--- src/hw/kdr_pkg.sv ---
// kdr_pkg: shared constants and types of the key debounce and ready block
package kdr_pkg;

    // ------------------------------------------------------------
    // timing
    // ------------------------------------------------------------
    localparam int CLK_PERIOD_NS = 8;
    localparam int DIGIT_TIME_US = 70;
    localparam int DIGIT_CYCLES_DEF = (DIGIT_TIME_US * 1000) / CLK_PERIOD_NS;

    // ------------------------------------------------------------
    // scan geometry
    // ------------------------------------------------------------
    localparam int N_LINES = 4;
    localparam int DIG_W = 4;
    localparam logic [3:0] FIRST_DIGIT = 4'h0;
    localparam logic [3:0] LAST_DIGIT = 4'h8;
    localparam logic [3:0] SHORT_DIGIT_DEF = 4'h8;

    // ------------------------------------------------------------
    // debounce lengths in word times
    // ------------------------------------------------------------
    localparam int CNT_W = 5;
    localparam logic [4:0] CNT_ZERO = 5'h00;
    localparam logic [4:0] CNT_ONE = 5'h01;
    localparam logic [4:0] CLOSE_WORDS_NORM = 5'h08;
    localparam logic [4:0] REL_WORDS_NORM = 5'h08;
    localparam logic [4:0] WORDS_SHORT = 5'h04;
    localparam logic [4:0] CLOSE_WORDS_ASYM = 5'h09;
    localparam logic [4:0] REL_WORDS_ASYM = 5'h10;

    // ------------------------------------------------------------
    // segment codes
    // ------------------------------------------------------------
    localparam logic [7:0] SEG_BLANK = 8'h00;
    localparam logic [7:0] SEG_DP = 8'h80;
    localparam logic [3:0] VAL_ZERO = 4'h0;
    localparam logic [3:0] VAL_MAX = 4'h9;

    typedef enum logic [1:0] {ST_IDLE, ST_CLOSE, ST_BUSY, ST_REL} kdr_fsm_t;

    typedef struct packed {
        logic valid;
        logic [3:0] digit;
        logic [3:0] lines;
    } kdr_key_t;

    // upper nibble gates the selected digit onto the key lines
    typedef struct packed {
        logic [3:0] gate;
        logic [3:0] sel;
    } kdr_ctl_t;

    typedef struct packed {
        logic full;
        kdr_ctl_t ctl;
    } kdr_cmd_t;

    function automatic logic [6:0] kdr_seg_of(input logic [3:0] v);
        case (v)
            4'h0: kdr_seg_of = 7'h3f;
            4'h1: kdr_seg_of = 7'h06;
            4'h2: kdr_seg_of = 7'h5b;
            4'h3: kdr_seg_of = 7'h4f;
            4'h4: kdr_seg_of = 7'h66;
            4'h5: kdr_seg_of = 7'h6d;
            4'h6: kdr_seg_of = 7'h7d;
            4'h7: kdr_seg_of = 7'h07;
            4'h8: kdr_seg_of = 7'h7f;
            4'h9: kdr_seg_of = 7'h6f;
            default: kdr_seg_of = 7'h00;
        endcase
    endfunction

endpackage

--- src/hw/kdr_seg.sv ---
// kdr_seg: segment decode of the scanned digit with zero suppression
`timescale 1ns/10ps
module kdr_seg (
    input wire logic clk_i,
    input wire logic reset_i,
    input wire logic tick_i,
    input wire logic [3:0] digit_i,
    input wire logic [3:0] val_i,
    input wire logic dp_i,
    input wire logic left_just_i,
    output logic [7:0] seg_o
);
    import kdr_pkg::*;

    typedef struct packed {
        logic lead_zero;
        logic [3:0] last_nz;
        logic [3:0] last_nz_acc;
    } kdr_seg_st_t;

    kdr_seg_st_t st;
    kdr_seg_st_t next_st;
    logic is_zero;
    logic blank;

    // ------------------------------------------------------------
    // suppression
    // ------------------------------------------------------------
    // digit 0 is the leftmost; the last digit (right-justified) or the first (left-justified) is never blanked so zero shows
    // trailing blanking uses the previous word's last nonzero digit, which is
    // cheap; leading blanking needs the current word, except digit 0, which uses the previous word's all-zero flag
    always_comb begin
        next_st = st;
        is_zero = (val_i == VAL_ZERO) && !dp_i;
        if (left_just_i) begin
            blank = is_zero && (digit_i > st.last_nz) && (digit_i != FIRST_DIGIT);
        end else begin
            blank = is_zero && st.lead_zero && (digit_i != LAST_DIGIT);
        end
        if (val_i > VAL_MAX) begin
            seg_o = dp_i ? SEG_DP : SEG_BLANK;
        end else if (blank) begin
            seg_o = SEG_BLANK;
        end else begin
            seg_o = {dp_i, kdr_seg_of(val_i)};
        end
        if (tick_i) begin
            if (digit_i == FIRST_DIGIT) begin
                next_st.lead_zero = is_zero;
                next_st.last_nz_acc = FIRST_DIGIT;
            end else begin
                next_st.lead_zero = st.lead_zero && is_zero;
            end
            if (!is_zero) begin
                next_st.last_nz_acc = digit_i;
            end
            if (digit_i == LAST_DIGIT) begin
                next_st.last_nz = is_zero ? st.last_nz_acc : digit_i;
            end
        end
    end

    always_ff @(posedge clk_i or posedge reset_i) begin
        if (reset_i) begin
            st <= '{lead_zero: 1'b1, last_nz: LAST_DIGIT, last_nz_acc: FIRST_DIGIT};
        end else begin
            st <= next_st;
        end
    end

    a_lead_blank: assert property (@(posedge clk_i) disable iff (reset_i)
        (!left_just_i && st.lead_zero && val_i == VAL_ZERO && !dp_i
         && digit_i != LAST_DIGIT) |-> seg_o == SEG_BLANK)
        else $error("leading zero not suppressed");

endmodule

--- src/hw/kdr_top.sv ---
// kdr_top: key debounce, ready status and host command path
// Function
// - key closure starts the debounce timer
// - disturbance during debounce clears timer to zero
// - accept key only after clean debounce interval
// - releases debounced the same restartable way
// - ready high while idle
// - ready falls when key accepted
// - ready rises after function done and release
// - suppress trailing or leading zeros by justification
// - asymmetric variant: 9 words close, 16 release
// - strobe during set digit halves debounce (symmetric variant only)
// - control bytes 00-08 select digit readout
// - control word: select low, gate high, ready clears
`timescale 1ns/10ps
module kdr_top #(
    parameter int DIGIT_CYCLES = kdr_pkg::DIGIT_CYCLES_DEF,
    parameter bit ASYMMETRIC = 1'b0,
    parameter logic [3:0] SHORT_DIGIT = kdr_pkg::SHORT_DIGIT_DEF
) (
    input wire logic clk_i,
    input wire logic reset_i,
    input wire logic [3:0] key_i,
    input wire logic short_strobe_i,
    input wire logic func_done_i,
    input wire logic [3:0] digit_val_i,
    input wire logic digit_dp_i,
    input wire logic left_just_i,
    input wire logic cmd_valid_i,
    input wire kdr_pkg::kdr_ctl_t cmd_i,
    output logic cmd_ready_o,
    output logic ready_o,
    output logic [8:0] digit_o,
    output logic key_accept_o,
    output kdr_pkg::kdr_key_t key_code_o,
    output logic [7:0] seg_o,
    output logic readout_valid_o,
    output logic [7:0] readout_o
);
    import kdr_pkg::*;

    localparam int DIV_W = $clog2(DIGIT_CYCLES);
    localparam logic [DIV_W-1:0] DIV_LAST = DIV_W'(DIGIT_CYCLES - 1);
    localparam logic [DIV_W-1:0] DIV_ZERO = '0;

    typedef struct packed {
        logic [3:0] k_meta;
        logic [3:0] k_sync;
        logic s_meta;
        logic s_sync;
        logic [DIV_W-1:0] div;
        logic [3:0] digit;
        kdr_fsm_t fsm;
        kdr_key_t cur;
        kdr_key_t prev;
        logic short_seen;
        logic short_word;
        logic [4:0] count;
        logic ready;
        logic accept;
        kdr_key_t code;
        kdr_cmd_t cmd;
        logic [7:0] seg;
        logic rd_valid;
        logic [7:0] rd;
    } kdr_top_st_t;

    kdr_top_st_t st;
    kdr_top_st_t next_st;
    logic tick;
    logic word_end;
    logic [3:0] lines;
    kdr_key_t word_code;
    logic stable;
    logic [4:0] close_thr;
    logic [4:0] rel_thr;
    logic [7:0] seg_now;

    kdr_seg u_seg (
        .clk_i(clk_i),
        .reset_i(reset_i),
        .tick_i(tick),
        .digit_i(st.digit),
        .val_i(digit_val_i),
        .dp_i(digit_dp_i),
        .left_just_i(left_just_i),
        .seg_o(seg_now)
    );

    // ------------------------------------------------------------
    // debounce length per variant
    // ------------------------------------------------------------
    function automatic logic [4:0] thr_of(input logic closing, input logic short_w);
        if (ASYMMETRIC) begin
            thr_of = closing ? CLOSE_WORDS_ASYM : REL_WORDS_ASYM;
        end else if (short_w) begin
            thr_of = WORDS_SHORT;
        end else begin
            thr_of = closing ? CLOSE_WORDS_NORM : REL_WORDS_NORM;
        end
    endfunction

    // ------------------------------------------------------------
    // scan, debounce and ready
    // ------------------------------------------------------------
    always_comb begin
        next_st = st;
        next_st.k_meta = key_i;
        next_st.k_sync = st.k_meta;
        next_st.s_meta = short_strobe_i;
        next_st.s_sync = st.s_meta;
        next_st.accept = 1'b0;
        next_st.rd_valid = 1'b0;
        tick = (st.div == DIV_LAST);
        word_end = tick && (st.digit == LAST_DIGIT);
        // emulated closure gated onto the key lines
        lines = st.k_sync;
        if (st.cmd.full && st.cmd.ctl.gate != 4'h0 && st.cmd.ctl.sel == st.digit) begin
            lines = st.k_sync | st.cmd.ctl.gate;
        end
        word_code = st.cur;
        if (tick && !st.cur.valid && lines != 4'h0) begin
            word_code = '{valid: 1'b1, digit: st.digit, lines: lines};
        end
        stable = (word_code == st.prev);
        close_thr = thr_of(1'b1, st.short_word);
        rel_thr = thr_of(1'b0, st.short_word);
        next_st.div = tick ? DIV_ZERO : st.div + 1'b1;
        if (tick) begin
            next_st.seg = seg_now;
            next_st.cur = word_code;
            next_st.digit = (st.digit == LAST_DIGIT) ? FIRST_DIGIT : st.digit + 1'b1;
            // strobe in the chosen digit shortens the next count
            if (st.digit == SHORT_DIGIT && st.s_sync) begin
                next_st.short_seen = 1'b1;
            end
            if (st.cmd.full && st.cmd.ctl.gate == 4'h0 && st.cmd.ctl.sel == st.digit) begin
                next_st.rd = seg_now;
                next_st.rd_valid = 1'b1;
                next_st.cmd.full = 1'b0;
            end
        end
        if (st.cmd.full && st.cmd.ctl.gate == 4'h0 && st.cmd.ctl.sel > LAST_DIGIT) begin
            next_st.cmd.full = 1'b0;
        end
        // commands only taken while ready is high
        if (cmd_valid_i && st.ready && !st.cmd.full) begin
            next_st.cmd = '{full: 1'b1, ctl: cmd_i};
        end
        if (word_end) begin
            next_st.prev = word_code;
            next_st.cur = '0;
            next_st.short_seen = 1'b0;
            next_st.short_word = st.short_seen || (st.digit == SHORT_DIGIT && st.s_sync);
        end
        case (st.fsm)
            ST_IDLE: begin
                next_st.ready = 1'b1;
                if (word_end && word_code.valid) begin
                    next_st.fsm = ST_CLOSE;
                    next_st.count = CNT_ONE;
                end
            end
            ST_CLOSE: begin
                if (word_end) begin
                    if (!word_code.valid) begin
                        next_st.fsm = ST_IDLE;
                        next_st.count = CNT_ZERO;
                    end else if (!stable) begin
                        next_st.count = CNT_ZERO;
                    end else if (st.count + 1'b1 >= close_thr) begin
                        next_st.fsm = ST_BUSY;
                        next_st.ready = 1'b0;
                        next_st.accept = 1'b1;
                        next_st.code = word_code;
                        next_st.cmd.full = 1'b0;
                        next_st.count = CNT_ZERO;
                    end else begin
                        next_st.count = st.count + 1'b1;
                    end
                end
            end
            ST_BUSY: begin
                if (func_done_i) begin
                    next_st.fsm = ST_REL;
                    next_st.count = CNT_ZERO;
                end
            end
            ST_REL: begin
                if (word_end) begin
                    if (word_code.valid || !stable) begin
                        // release timer restarts on any closure
                        next_st.count = CNT_ZERO;
                    end else if (st.count + 1'b1 >= rel_thr) begin
                        next_st.fsm = ST_IDLE;
                        next_st.ready = 1'b1;
                        next_st.count = CNT_ZERO;
                    end else begin
                        next_st.count = st.count + 1'b1;
                    end
                end
            end
            default: begin
                next_st.fsm = ST_IDLE;
            end
        endcase
    end

    always_ff @(posedge clk_i or posedge reset_i) begin
        if (reset_i) begin
            st <= '0;
            st.fsm <= ST_IDLE;
            st.ready <= 1'b1;
        end else begin
            st <= next_st;
        end
    end

    // ------------------------------------------------------------
    // outputs
    // ------------------------------------------------------------
    // segment data is good at the rising edge of ready: no settle delay is added
    assign cmd_ready_o = st.ready && !st.cmd.full;
    assign ready_o = st.ready;
    assign key_accept_o = st.accept;
    assign key_code_o = st.code;
    assign seg_o = st.seg;
    assign readout_valid_o = st.rd_valid;
    assign readout_o = st.rd;

    genvar gi;
    generate
        for (gi = 0; gi < 9; gi++) begin : g_dig
            assign digit_o[gi] = (st.digit == DIG_W'(gi));
        end
    endgenerate

    // ------------------------------------------------------------
    // checks
    // ------------------------------------------------------------
    a_idle_ready: assert property (@(posedge clk_i) disable iff (reset_i)
        st.fsm == ST_IDLE |-> ready_o)
        else $error("ready low while idle");

    a_close_starts: assert property (@(posedge clk_i) disable iff (reset_i)
        (st.fsm == ST_IDLE && word_end && word_code.valid) |=> st.fsm == ST_CLOSE)
        else $error("closure did not start debounce");

    a_disturb_clear: assert property (@(posedge clk_i) disable iff (reset_i)
        (st.fsm == ST_CLOSE && word_end && word_code.valid && !stable)
        |=> st.count == CNT_ZERO && st.fsm == ST_CLOSE)
        else $error("disturbance did not clear timer");

    a_accept_count: assert property (@(posedge clk_i) disable iff (reset_i)
        key_accept_o |-> $past(st.count) + 5'h01 == $past(close_thr))
        else $error("key accepted before full interval");

    a_ready_fall: assert property (@(posedge clk_i) disable iff (reset_i)
        $fell(ready_o) |-> key_accept_o && !st.cmd.full)
        else $error("ready fell without acceptance");

    a_ready_rise: assert property (@(posedge clk_i) disable iff (reset_i)
        $rose(ready_o) |-> $past(st.fsm) == ST_REL && $past(st.count) + 5'h01 == $past(rel_thr))
        else $error("ready rose before release debounced");

    a_rel_restart: assert property (@(posedge clk_i) disable iff (reset_i)
        (st.fsm == ST_REL && word_end && word_code.valid) |=> st.count == CNT_ZERO)
        else $error("release timer not restarted");

    a_word_count: assert property (@(posedge clk_i) disable iff (reset_i)
        (!word_end && st.fsm != ST_BUSY) |=> $stable(st.count))
        else $error("timer moved outside word end");

    a_busy_low: assert property (@(posedge clk_i) disable iff (reset_i)
        st.fsm == ST_BUSY |-> !ready_o ##1 (st.fsm != ST_IDLE))
        else $error("ready high while processing");

endmodule

--- config.mk ---
export PLATFORM = sky130hd
export DESIGN_NAME = kdr_top
export DESIGN_NICKNAME = d
export VERILOG_FILES = /design/src/hw/kdr_pkg.sv /design/src/hw/kdr_seg.sv /design/src/hw/kdr_top.sv
export SDC_FILE = /design/constraint.sdc
export NUM_CORES = 1
export LEC_CHECK = 0
export BUFFER_PORTS_ARGS = -buffer_cell sky130_fd_sc_hd__clkbuf_2
export CORE_MARGIN = 1
export CORE_UTILIZATION = 59
export CTS_CLUSTER_SIZE = 20
export DETAILED_ROUTE_END_ITERATION = 6
export PLACE_DENSITY = 0.91
export SKIP_LAST_GASP = 1
export SLEW_MARGIN = 20
export SYNTH_ARGS = -nofsm -noshare
export SYNTH_HDL_FRONTEND = slang
export SYNTH_SLANG_ARGS = --single-unit
--- constraint.sdc ---
create_clock -name clk_i -period 4.6 [get_ports clk_i]
set_input_delay 0.92 -clock clk_i [delete_from_list [all_inputs] [get_ports clk_i]]
set_output_delay 0.92 -clock clk_i [all_outputs]
set_load 0.05 [all_outputs]
==> reports/summary.txt, run 1 <==
Final Max Slew Viols: 0
status: finished, final reports clean
RSZ-0062 raised after global routing: false
overall routing resource usage: 27.6%
Synth area leader: dfrtp_1
DRT Pass-1 Iters: 5
Max-cap violations: 0
# hold bufs at CTS: 0
Slew HR: 42.4%
P_sw: 0.354 mW
htree depth: 3
Synth area leaders: dfrtp_1 44%, nand2_1 5.7%, ha_1 4.7%
fillcell total: 745
critical hold path startpoint: next_st[85]
commonest non-fill, non-tap cell in the layout: dfrtp_1
maximum clock frequency: 276 MHz
PD cells: 260 nW/µm²
HPWL after DPL: 9.59 mm
Cells after DPL: 708
setup bufs post-CTS: 0
fin util: 64.8%
Reg-to-Reg Start: st[67]
Resize count post-CTS: 0
Setup violations, final: 0
clk_skew: 14.6 ps
Cell variety after synth: 69
I/O Buffers: 60
clock sinks: 101
worst-path fanout max: 12
first-pass GRT wire length: 21.3 mm
die width: 99.1 µm
antenna violations before repair: 0
Pleak: 2.86 nW
clock buffer count from CTS: 9
vias in the first global route: 4231
sequential fraction of design power: 57.7%
Worst EP arrival: 3870 ps
synthesized flop and latch total: 101
fin nets: 652
Place WS: 1030 ps
post-synth top area share: 44.1%
RD Place Congestion: 0.937
clk buf depth: 2
average cell area after synthesis: 9.62 µm²
die area: 9810 µm²
syn_nets: 622
grt ovf: 0
setup total negative slack: 0 ps
Cell Area, Synth: 5560 µm²
layout cells sized above 1: 18.4%
I/O pin total: 61
Post-Syn Instances: 578
final hold violations: 0
DR vias: 4387
routed length per instance: 17.6 µm
clock root buffer: clkbuf_8
Worst Slack Setup Final: 975 ps
endpoint class of the critical path: flop
Worst-path clk slew: 90 ps
warnings from Yosys: 0
Routed Antenna Nets: 0
sw frac: 22.8%
initial DRC count: 390
Post-synth EDFFs: 0
post-layout instance area: 5960 µm²
FP Rows: 35
largest net degree at the start of global routing: 72
Register Area: 2530 µm²
worst path required time: 4840 ps
worst vdd ir: 0.000146 V
ANT cells: 0
sequential fraction of the synthesis area: 45.5%
commonest non-fill, non-tap cells in the layout: 98 x dfrtp_1, 85 x nand2_1, 60 x clkbuf_2
Cell Count, Final, Fillers Out: 724
Routed WL: 12.7 mm
vias per std cell: 6.06
die boundary height: 99.1 µm
Comb pwr share: 3.9%
HP Class: reg2reg
worst slew pin tran: 856 ps
area of the multi-input gates: 2620 µm²
Setup crit start: st[67]
area grow syn2layout: 7.29%
post-route minimum period: 3620 ps
Cell Area, Placed: 5750 µm²
fin crit share: 78.8%
Synth Flop Type: dfrtp_1
# DRC: 0
Startpoint Class: flop
CTS tree: done
Initial Util: 60.4%
power share of the clock group: 38.4%
Post-synth ARST share: 100%
kind of critical path: reg2reg
Worst-Skew Late Latency: 360 ps
core area: 9200 µm²
internal power: 1.20 mW
[critical path: stages, from the launching register on]
cell and delay, ps:
dfrtp_1 650, xnor2_1 200, nand4_1 310, o21ai_0 430
o22a_1 210, nand4_1 120, or4b_4 590, nor3_4 600
mux2_2 400
[per-layer routing]
metal,vias up,GRT usage [%],routed length (µm)
li1,2052,-,-
met1,2130,38.6,5700
met2,185,45.0,6040
met3,20,3.62,798
met4,0,8.94,212
met5,-,0,0
[Yosys cell counts, types with 2 or more instances]
library cell   n
nor4_1         5
nand3b_1       3
a22o_1         6
mux2_4         4
nand4b_1       2
buf_4         28
xnor2_1       13
a32o_1         4
a311o_1        2
o211a_1        2
nand2_1       85
and4_1         3
dfstp_2        3
and2_1        11
or2_2          4
dfrtp_1       98
o22a_1         3
o21a_1         3
xnor2_2        2
o21ai_1        2
mux2i_1        6
a311oi_1       3
nand3_1       12
o2111ai_1      2
clkbuf_1      16
o211ai_1       2
nand2b_1       5
ha_1          21
buf_6          2
a21oi_1       19
o31ai_1        9
xor2_1        12
a31oi_1        9
o22ai_1        4
nand4_1        8
nor2_1        38
and3_1         6
mux2_2        11
nor2b_1        5
nor3_1         7
inv_1         30
o21ai_0       41
[through the flow]
step | hold slack (ps) | power [mW]
global placement | 335 | 0.972
floorplan | 331 | 0.951
finish | 359 | 1.55
detailed placement | 342 | 0.975
global route | 369 | 1.60
CTS | 364 | 1.57
[power by group through the flow]
stage	Sequential [mW]	Combinational, mW	Clock, mW
after floorplan	0.912	0.0388	0
after global placement	0.914	0.0580	0
after detailed placement	0.914	0.0604	0
after CTS	0.897	0.0606	0.608
after global routing	0.898	0.0680	0.639
final	0.897	0.0598	0.596
[cell type report]
class / count / share of cell area [%]
Clock buffer: 11 / 2.54
Inverter: 30 / 1.93
Clock inverter: 5 / 1.07
Timing Repair Buffer: 66 / 5.79
Tap cell: 111 / 2.33
Sequential cell: 101 / 42.4
Multi-Input combinational cell: 400 / 43.9
[worst paths after layout]
check                                 to  slack, ps  cells past startpoint
setup / recovery           key_code_o[7]        980                      8
hold / removal                    st[85]        360                      0
setup reg to reg           key_code_o[7]        980                      8
hold reg to reg                   st[85]        360                      0
max in group asynchronous    next_st[82]       2980                      3
min in group asynchronous       seg_o[2]        710                      2
[flip-flops by register name, summed over array words and instances (netlist names), named ones only]
register	cells
readout_o	8
key_code_o	9
next_st	5
readout_valid_o	1
ready_o	1
key_accept_o	1
u_seg.st	9
seg_o	8
st	58
[cell families (layout without fill, tap and decap cells)]
| kind of cell | after synthesis | in the layout | synth area share (%) |
|---|---|---|---|
| adder cells (fa/ha/maj) | 21 | 21 | 4.73 |
| AO/OA/AOI/OAI | 126 | 126 | 14.9 |
| buffers and inverters | 77 | 112 | 7.36 |
| multiplexers | 21 | 21 | 4.39 |
| flip-flops | 101 | 101 | 45.5 |
| AND/OR/NAND/NOR | 205 | 205 | 18.6 |
| XOR/XNOR | 27 | 27 | 4.52 |
No activity file was read; power rests on OpenSTA's default activity.
==> inputs of run 2 (changes only) <==
- ABC_AREA: not set -> 1
- CORE_UTILIZATION: 59 -> 53
- PLACE_DENSITY: 0.91 -> 0.87
- clock period: 4.6 -> 2.9 ns (I/O delays scaled with it)
==> reports/summary.txt, run 2 <==
Final Max Slew Viols: 0 (unchanged)
clock buffer count from CTS: 9 (unchanged)
routed length per instance: 14.3 µm (-19%)
clock root buffer: clkbuf_8
Post-synth EDFFs: 0 (unchanged)
RD Place Congestion: 0.940 (+0.30%)
fin nets: 772 (+18%)
Initial Util: 55.3% (-5.1 points)
Cell variety after synth: 43 (-38%)
sequential fraction of the synthesis area: 46.2% (+0.63 points)
Pleak: 3.20 nW (+12%)
vias in the first global route: 4509 (+6.6%)
worst path required time: 3160 ps (-1680 ps)
Routed Antenna Nets: 0 (unchanged)
FP Rows: 36 (+2.9%)
max reg flops: 58 (unchanged)
Worst-Skew Late Latency: 370 ps (about the same)
initial DRC count: 482 (+24%)
setup total negative slack: 0 ps (unchanged)
DRT Pass-1 Iters: 5 (unchanged)
overall routing resource usage: 23.9% (-3.7 points)
# DRC: 0 (unchanged)
HPWL after DPL: 8.92 mm (-6.9%)
kind of critical path: reg2reg
worst slew pin tran: 701 ps (-155 ps)
Routed WL: 12.4 mm (-2.9%)
HP Class: in2async
die width: 104 µm (+4.7%)
syn_nets: 718 (+15%)
commonest non-fill, non-tap cell in the layout: nand2_1
worst vdd ir: 0.000413 V (+180%)
vias per std cell: 5.43 (-10%)
Startpoint Class: flop
Cells after DPL: 844 (+19%)
Worst EP arrival: 2950 ps (-920 ps)
post-route minimum period: 2690 ps (-939 ps)
Cell Area, Placed: 5820 µm² (+1.2%)
fin util: 62.1% (-2.8 points)
commonest non-fill, non-tap cells in the layout: 143 x nand2_1, 95 x inv_1, 95 x dfrtp_1
largest net degree at the start of global routing: 55 (-24%)
GR Layer Usage met1: 31.0% (-7.6 points)
Cell Area, Synth: 5480 µm² (-1.4%)
clk buf depth: 2 (unchanged)
power share of the clock group: 36.6% (-1.8 points)
P_sw: 0.766 mW (+120%)
final hold violations: 0 (unchanged)
Synth area leader: dfrtp_1
Setup violations, final: 0 (unchanged)
Place WS: 108 ps (-925 ps)
Worst-path clk slew: 100 ps (about the same)
die area: 10800 µm² (+9.6%)
first-pass GRT wire length: 20.8 mm (-2.0%)
synthesized flop and latch total: 101 (unchanged)
Worst Slack Setup Final: 214 ps (-761 ps)
Most flops, register: st
I/O Buffers: 60 (unchanged)
die boundary height: 104 µm (+4.7%)
layout cells sized above 1: 20.5% (+2.0 points)
post-layout instance area: 6150 µm² (+3.1%)
antenna violations before repair: 0 (unchanged)
grt ovf: 0 (unchanged)
core area: 9910 µm² (+7.8%)
Reg-to-Reg Start: st[69]
Post-Syn Instances: 674 (+17%)
sw frac: 25.8% (+3.0 points)
busiest grt layer: met2
clock sinks: 101 (unchanged)
Post-synth ARST share: 100% (unchanged)
clk_skew: 9.08 ps (-5.53 ps)
worst-path fanout max: 18 (+6)
M2 GR Usage: 39.7% (-5.2 points)
status: finished, final reports clean
Cell Count, Final, Fillers Out: 866 (+20%)
Max-cap violations: 0 (unchanged)
sequential fraction of design power: 51.9% (-5.8 points)
PD cells: 482 nW/µm² (+85%)
Synth Flop Type: dfrtp_1
Comb pwr share: 11.5% (+7.6 points)
post-synth top area share: 44.7% (+0.61 points)
Slew HR: 53.2% (+11 points)
ANT cells: 0 (unchanged)
most frequent cells after synthesis: 145 x nand2_1, 98 x dfrtp_1, 97 x inv_1
area grow syn2layout: 12.2%
I/O pin total: 61 (unchanged)
average cell area after synthesis: 8.13 µm² (-15%)
internal power: 2.20 mW (+83%)
met3 Use GR: 4.53% (+0.91 points)
endpoint class of the critical path: flop
CTS tree: done
warnings from Yosys: 0 (unchanged)
fin crit share: 92.6% (+14 points)
Synth area leaders: dfrtp_1 45%, nand2_1 9.9%, inv_1 6.6%
htree depth: 3 (unchanged)
most common cell in the netlist: nand2_1
DR vias: 4699 (+7.1%)
fillcell total: 799 (+7.2%)
maximum clock frequency: 372 MHz (+35%)
Setup crit start: st[69]
[run 2: cell count changes after synthesis, sizes merged, moves of 10 or more]
cell	previous run	this run
nand2	85	163
inv	30	102
nor2	38	72
nand3	12	45
xnor2	15	2
mux2	15	5
[run 2: repair_timing]
item,in CTS,in global routing
buffers inserted,0,6
endpoints found under the setup margin,0,18
resized for setup,0,12
hold buffers,0,0
[run 2: final cells by class]
type | instances | area, µm² | area share [%]
flip-flops and latches | 101 | 2530 | 41.2
multi-input cells | 437 | 2370 | 38.5
repair buffers | 77 | 440 | 7.16
inverters | 102 | 392 | 6.37
well taps | 133 | 166 | 2.71
clock buffers | 11 | 141 | 2.30
clock inverters | 5 | 106 | 1.73
[run 2: cell families (layout without fill, tap and decap cells)]
group	Yosys count	after routing	synth area share, %
flip-flops	101	101	46.2
XOR/XNOR	5	5	0.936
AND/OR/NAND/NOR	323	323	27.4
buffers and inverters	136	195	11.4
adder cells (fa/ha/maj)	21	21	4.79
AO/OA/AOI/OAI	83	83	8.29
multiplexers	5	5	1.03
[run 2: metal layers]
layer | vias up | share of wire (%)
met2 | 196 | 49
met1 | 2230 | 42
met3 | 37 | 6.3
li1 | 2236 | -
met5 | - | 0
met4 | 0 | 2.7
[run 2: path summary, 6_finish.rpt]
kind / to / slack, ps / cells after the start
setup reg to reg: key_code_o[8] / 210 / 17
hold / removal: readout_o[7] / 290 / 2
max in group asynchronous: ready_o / 1860 / 3
min in group clk_i: next_st[87] / 310 / 1
setup / recovery: key_code_o[8] / 210 / 17
hold reg to reg: st[86] / 360 / 0
[run 2: stage by stage]
step	hold slack, ps	power (mW)
2_1_floorplan	331	1.80
3_3_place_gp	336	1.87
3_5_place_dp	336	1.89
4_1_cts	304	2.96
5_1_grt	295	3.09
6_report	291	2.97
[run 2: critical path, cell delays in order, from the launching register on]
cell and delay, ps:
dfrtp_1 410, inv_1 60, ha_1 150, inv_1 60, nor4_2 310, nand2_2 160, nor2_4 190, buf_4 130
nand3_1 90, nand3_1 120, nand2_1 90, nand2_1 90, nor2_1 40, nand4_1 140, inv_2 90, nand2_8 120
inv_1 60, or2_2 260
[run 2: power groups by stage]
| stage | logic, mW | registers, mW | clock network, mW |
|---|---|---|---|
| finish | 0.340 | 1.54 | 1.09 |
| global route | 0.381 | 1.55 | 1.16 |
| CTS | 0.331 | 1.54 | 1.10 |
| detailed placement | 0.327 | 1.57 | 0 |
| global placement | 0.312 | 1.56 | 0 |
| floorplan | 0.254 | 1.54 | 0 |
==> inputs of run 3 (changes only) <==
- ABC_AREA: 1 -> not set
- CORE_UTILIZATION: 53 -> 59
- PLACE_DENSITY: 0.87 -> 0.91
- clock period: 2.9 -> 2.6 ns (I/O delays scaled with it)
==> reports/summary.txt, run 3 (synthesis gave the netlist of run 1 again) <==
grt ovf: 0 (unchanged)
layout cells sized above 1: 33.1% (+13 points)
critical hold path startpoint: key_i[1]
die width: 99.1 µm (-4.5%)
DRT Pass-1 Iters: 7 (+2)
fin nets: 753 (-2.5%)
area grow syn2layout: 24.1%
CTS tree: done
vias in the first global route: 4834 (+7.2%)
Min-Delay Endpoint: next_st[85]
I/O Buffers: 60 (unchanged)
commonest non-fill, non-tap cells in the layout: 101 x buf_4, 98 x dfrtp_1, 84 x nand2_1
commonest non-fill, non-tap cell in the layout: buf_4
HP Class: in2reg
max reg flops: 58 (unchanged)
die area: 9810 µm² (-8.7%)
cells on worst reg2reg path: 9 (-8)
fin util: 75.0% (+13 points)
Setup violations, final: 24 (+24)
RR Endpoint: key_code_o[7]
Final Max Slew Viols: 0 (unchanged)
WL met2: 7.54 mm (+26%)
ANT cells: 0 (unchanged)
WHS Path Cells: 1
Initial Util: 60.4% (+5.1 points)
Pleak: 3.38 nW (+5.6%)
clock root buffer: clkbuf_8
post-route minimum period: 2890 ps (+202 ps)
Worst-Skew Late Latency: 380 ps (about the same)
vias per std cell: 5.93 (+9.3%)
Worst EP arrival: 3140 ps (+190 ps)
overall routing resource usage: 30.4% (+6.5 points)
first-pass GRT wire length: 23.1 mm (+11%)
HPWL after DPL: 10.8 mm (+21%)
die boundary height: 99.1 µm (-4.5%)
Worst-path clk slew: 100 ps (about the same)
crit-path max cell delay: 540 ps (+130 ps)
Routed WL: 15.1 mm (+22%)
Setup crit start: st[19]
largest net degree at the start of global routing: 102 (+85%)
kind of critical path: reg2reg
failing checks: setup timing
clock buffer count from CTS: 9 (unchanged)
worst vdd ir: 0.000402 V (-2.7%)
DR WL met3: 979 µm (+26%)
DR vias: 4895 (+4.2%)
Most flops, register: st
Routed Antenna Nets: 0 (unchanged)
Startpoint Class: flop
clock sinks: 101 (unchanged)
clk buf depth: 2 (unchanged)
worst-path fanout max: 9 (-9)
# hold bufs at CTS: 0 (unchanged)
fillcell total: 589 (-26%)
htree depth: 3 (unchanged)
I/O pin total: 61 (unchanged)
PD cells: 399 nW/µm² (-17%)
worst slew pin tran: 525 ps (-176 ps)
RSZ-0062 raised after global routing: true
core area: 9200 µm² (-7.2%)
clk_skew: 16.9 ps (+7.83 ps)
# DRC: 0 (unchanged)
Reg-to-Reg Start: st[19]
maximum clock frequency: 346 MHz (-7.0%)
post-layout instance area: 6900 µm² (+12%)
FP Rows: 35 (-2.8%)
RD Place Congestion: 0.895 (-4.7%)
DRT met1 WL: 6.15 mm (+17%)
worst path required time: 2850 ps (-310 ps)
endpoint class of the critical path: flop
Cell Area, Placed: 6490 µm² (+12%)
antenna violations before repair: 0 (unchanged)
final hold violations: 0 (unchanged)
fin crit share: 111% (+18 points)
routed length per instance: 18.3 µm (+28%)
R2R Setup Slk: -290 ps (-500 ps)
highest-delay cell along the critical path: or4b_4
status: complete, but fails checks
Worst Slack Setup Final: -288 ps (-502 ps)
Max-cap violations: 0 (unchanged)
top layer in use: met4
Cells after DPL: 802 (-5.0%)
initial DRC count: 386 (-20%)
Slew HR: 65.0% (+12 points)
crit path cell chain: xnor2_2 -> and4_4 -> a31oi_1 -> a32oi_1 -> nand4_1 -> or4b_4 -> nor3_4 -> buf_12 -> mux2_2
Cell Count, Final, Fillers Out: 825 (-4.7%)
==> run 3: layout make-up <==
class                      count  area [µm²]  area share, %
multi-input combinational    400        2760           40.0
tap                          111         139           2.01
timing repair buffer         167        1150           16.6
sequential                   101        2530           36.7
clock inverter                 5        57.6          0.835
inverter                      30         120           1.74
clock buffer                  11         141           2.05
==> run 3: worst max-delay path by stage <==
stage	end	slack, ps
6_report	key_code_o[7]	-290
3_3_place_gp	key_code_o[7]	-160
3_5_place_dp	key_code_o[7]	-290
4_1_cts	key_code_o[7]	-280
2_1_floorplan	key_code_o[2]	-190
5_1_grt	key_code_o[7]	-360
==> run 3: per-layer routing <==
layer  global-route usage [%]  up-vias
li1                         -     2262
met1                     37.7     2384
met2                     51.3      215
met3                     7.09       34
met4                     12.6        0
met5                        0        -
==> run 3: critical path, delay by kind of cell, from the launching register on <==
family | cells | cell delay, ps
buffers and inverters | 1 | 150
multiplexers | 1 | 330
XOR/XNOR | 1 | 240
flip-flops | 1 | 440
AND/OR/NAND/NOR | 4 | 1180
AO/OA/AOI/OAI | 2 | 430
==> run 3: timing repair <==
item	in CTS	in global routing
setup endpoints to repair	18	28
setup buffers	2	5
pin swaps	6	13
resized for setup	6	32
==> run 3: stage by stage <==
step           power (mW)  setup slack, ps  hold WS (ps)  setup TNS, ps
4_1_cts              2.75             -275           242          -2340
2_1_floorplan        1.68             -191           331           -889
3_3_place_gp         1.74             -157           332           -861
3_5_place_dp         1.74             -289           336          -2290
5_1_grt              2.84             -364           241          -5660
6_report             2.75             -288           257          -3310
==> run 3: power breakdown <==
| part | switching, mW | internal (mW) |
|---|---|---|
| registers | 0.00434 | 1.58 |
| clock network | 0.548 | 0.476 |
| logic | 0.0904 | 0.0522 |
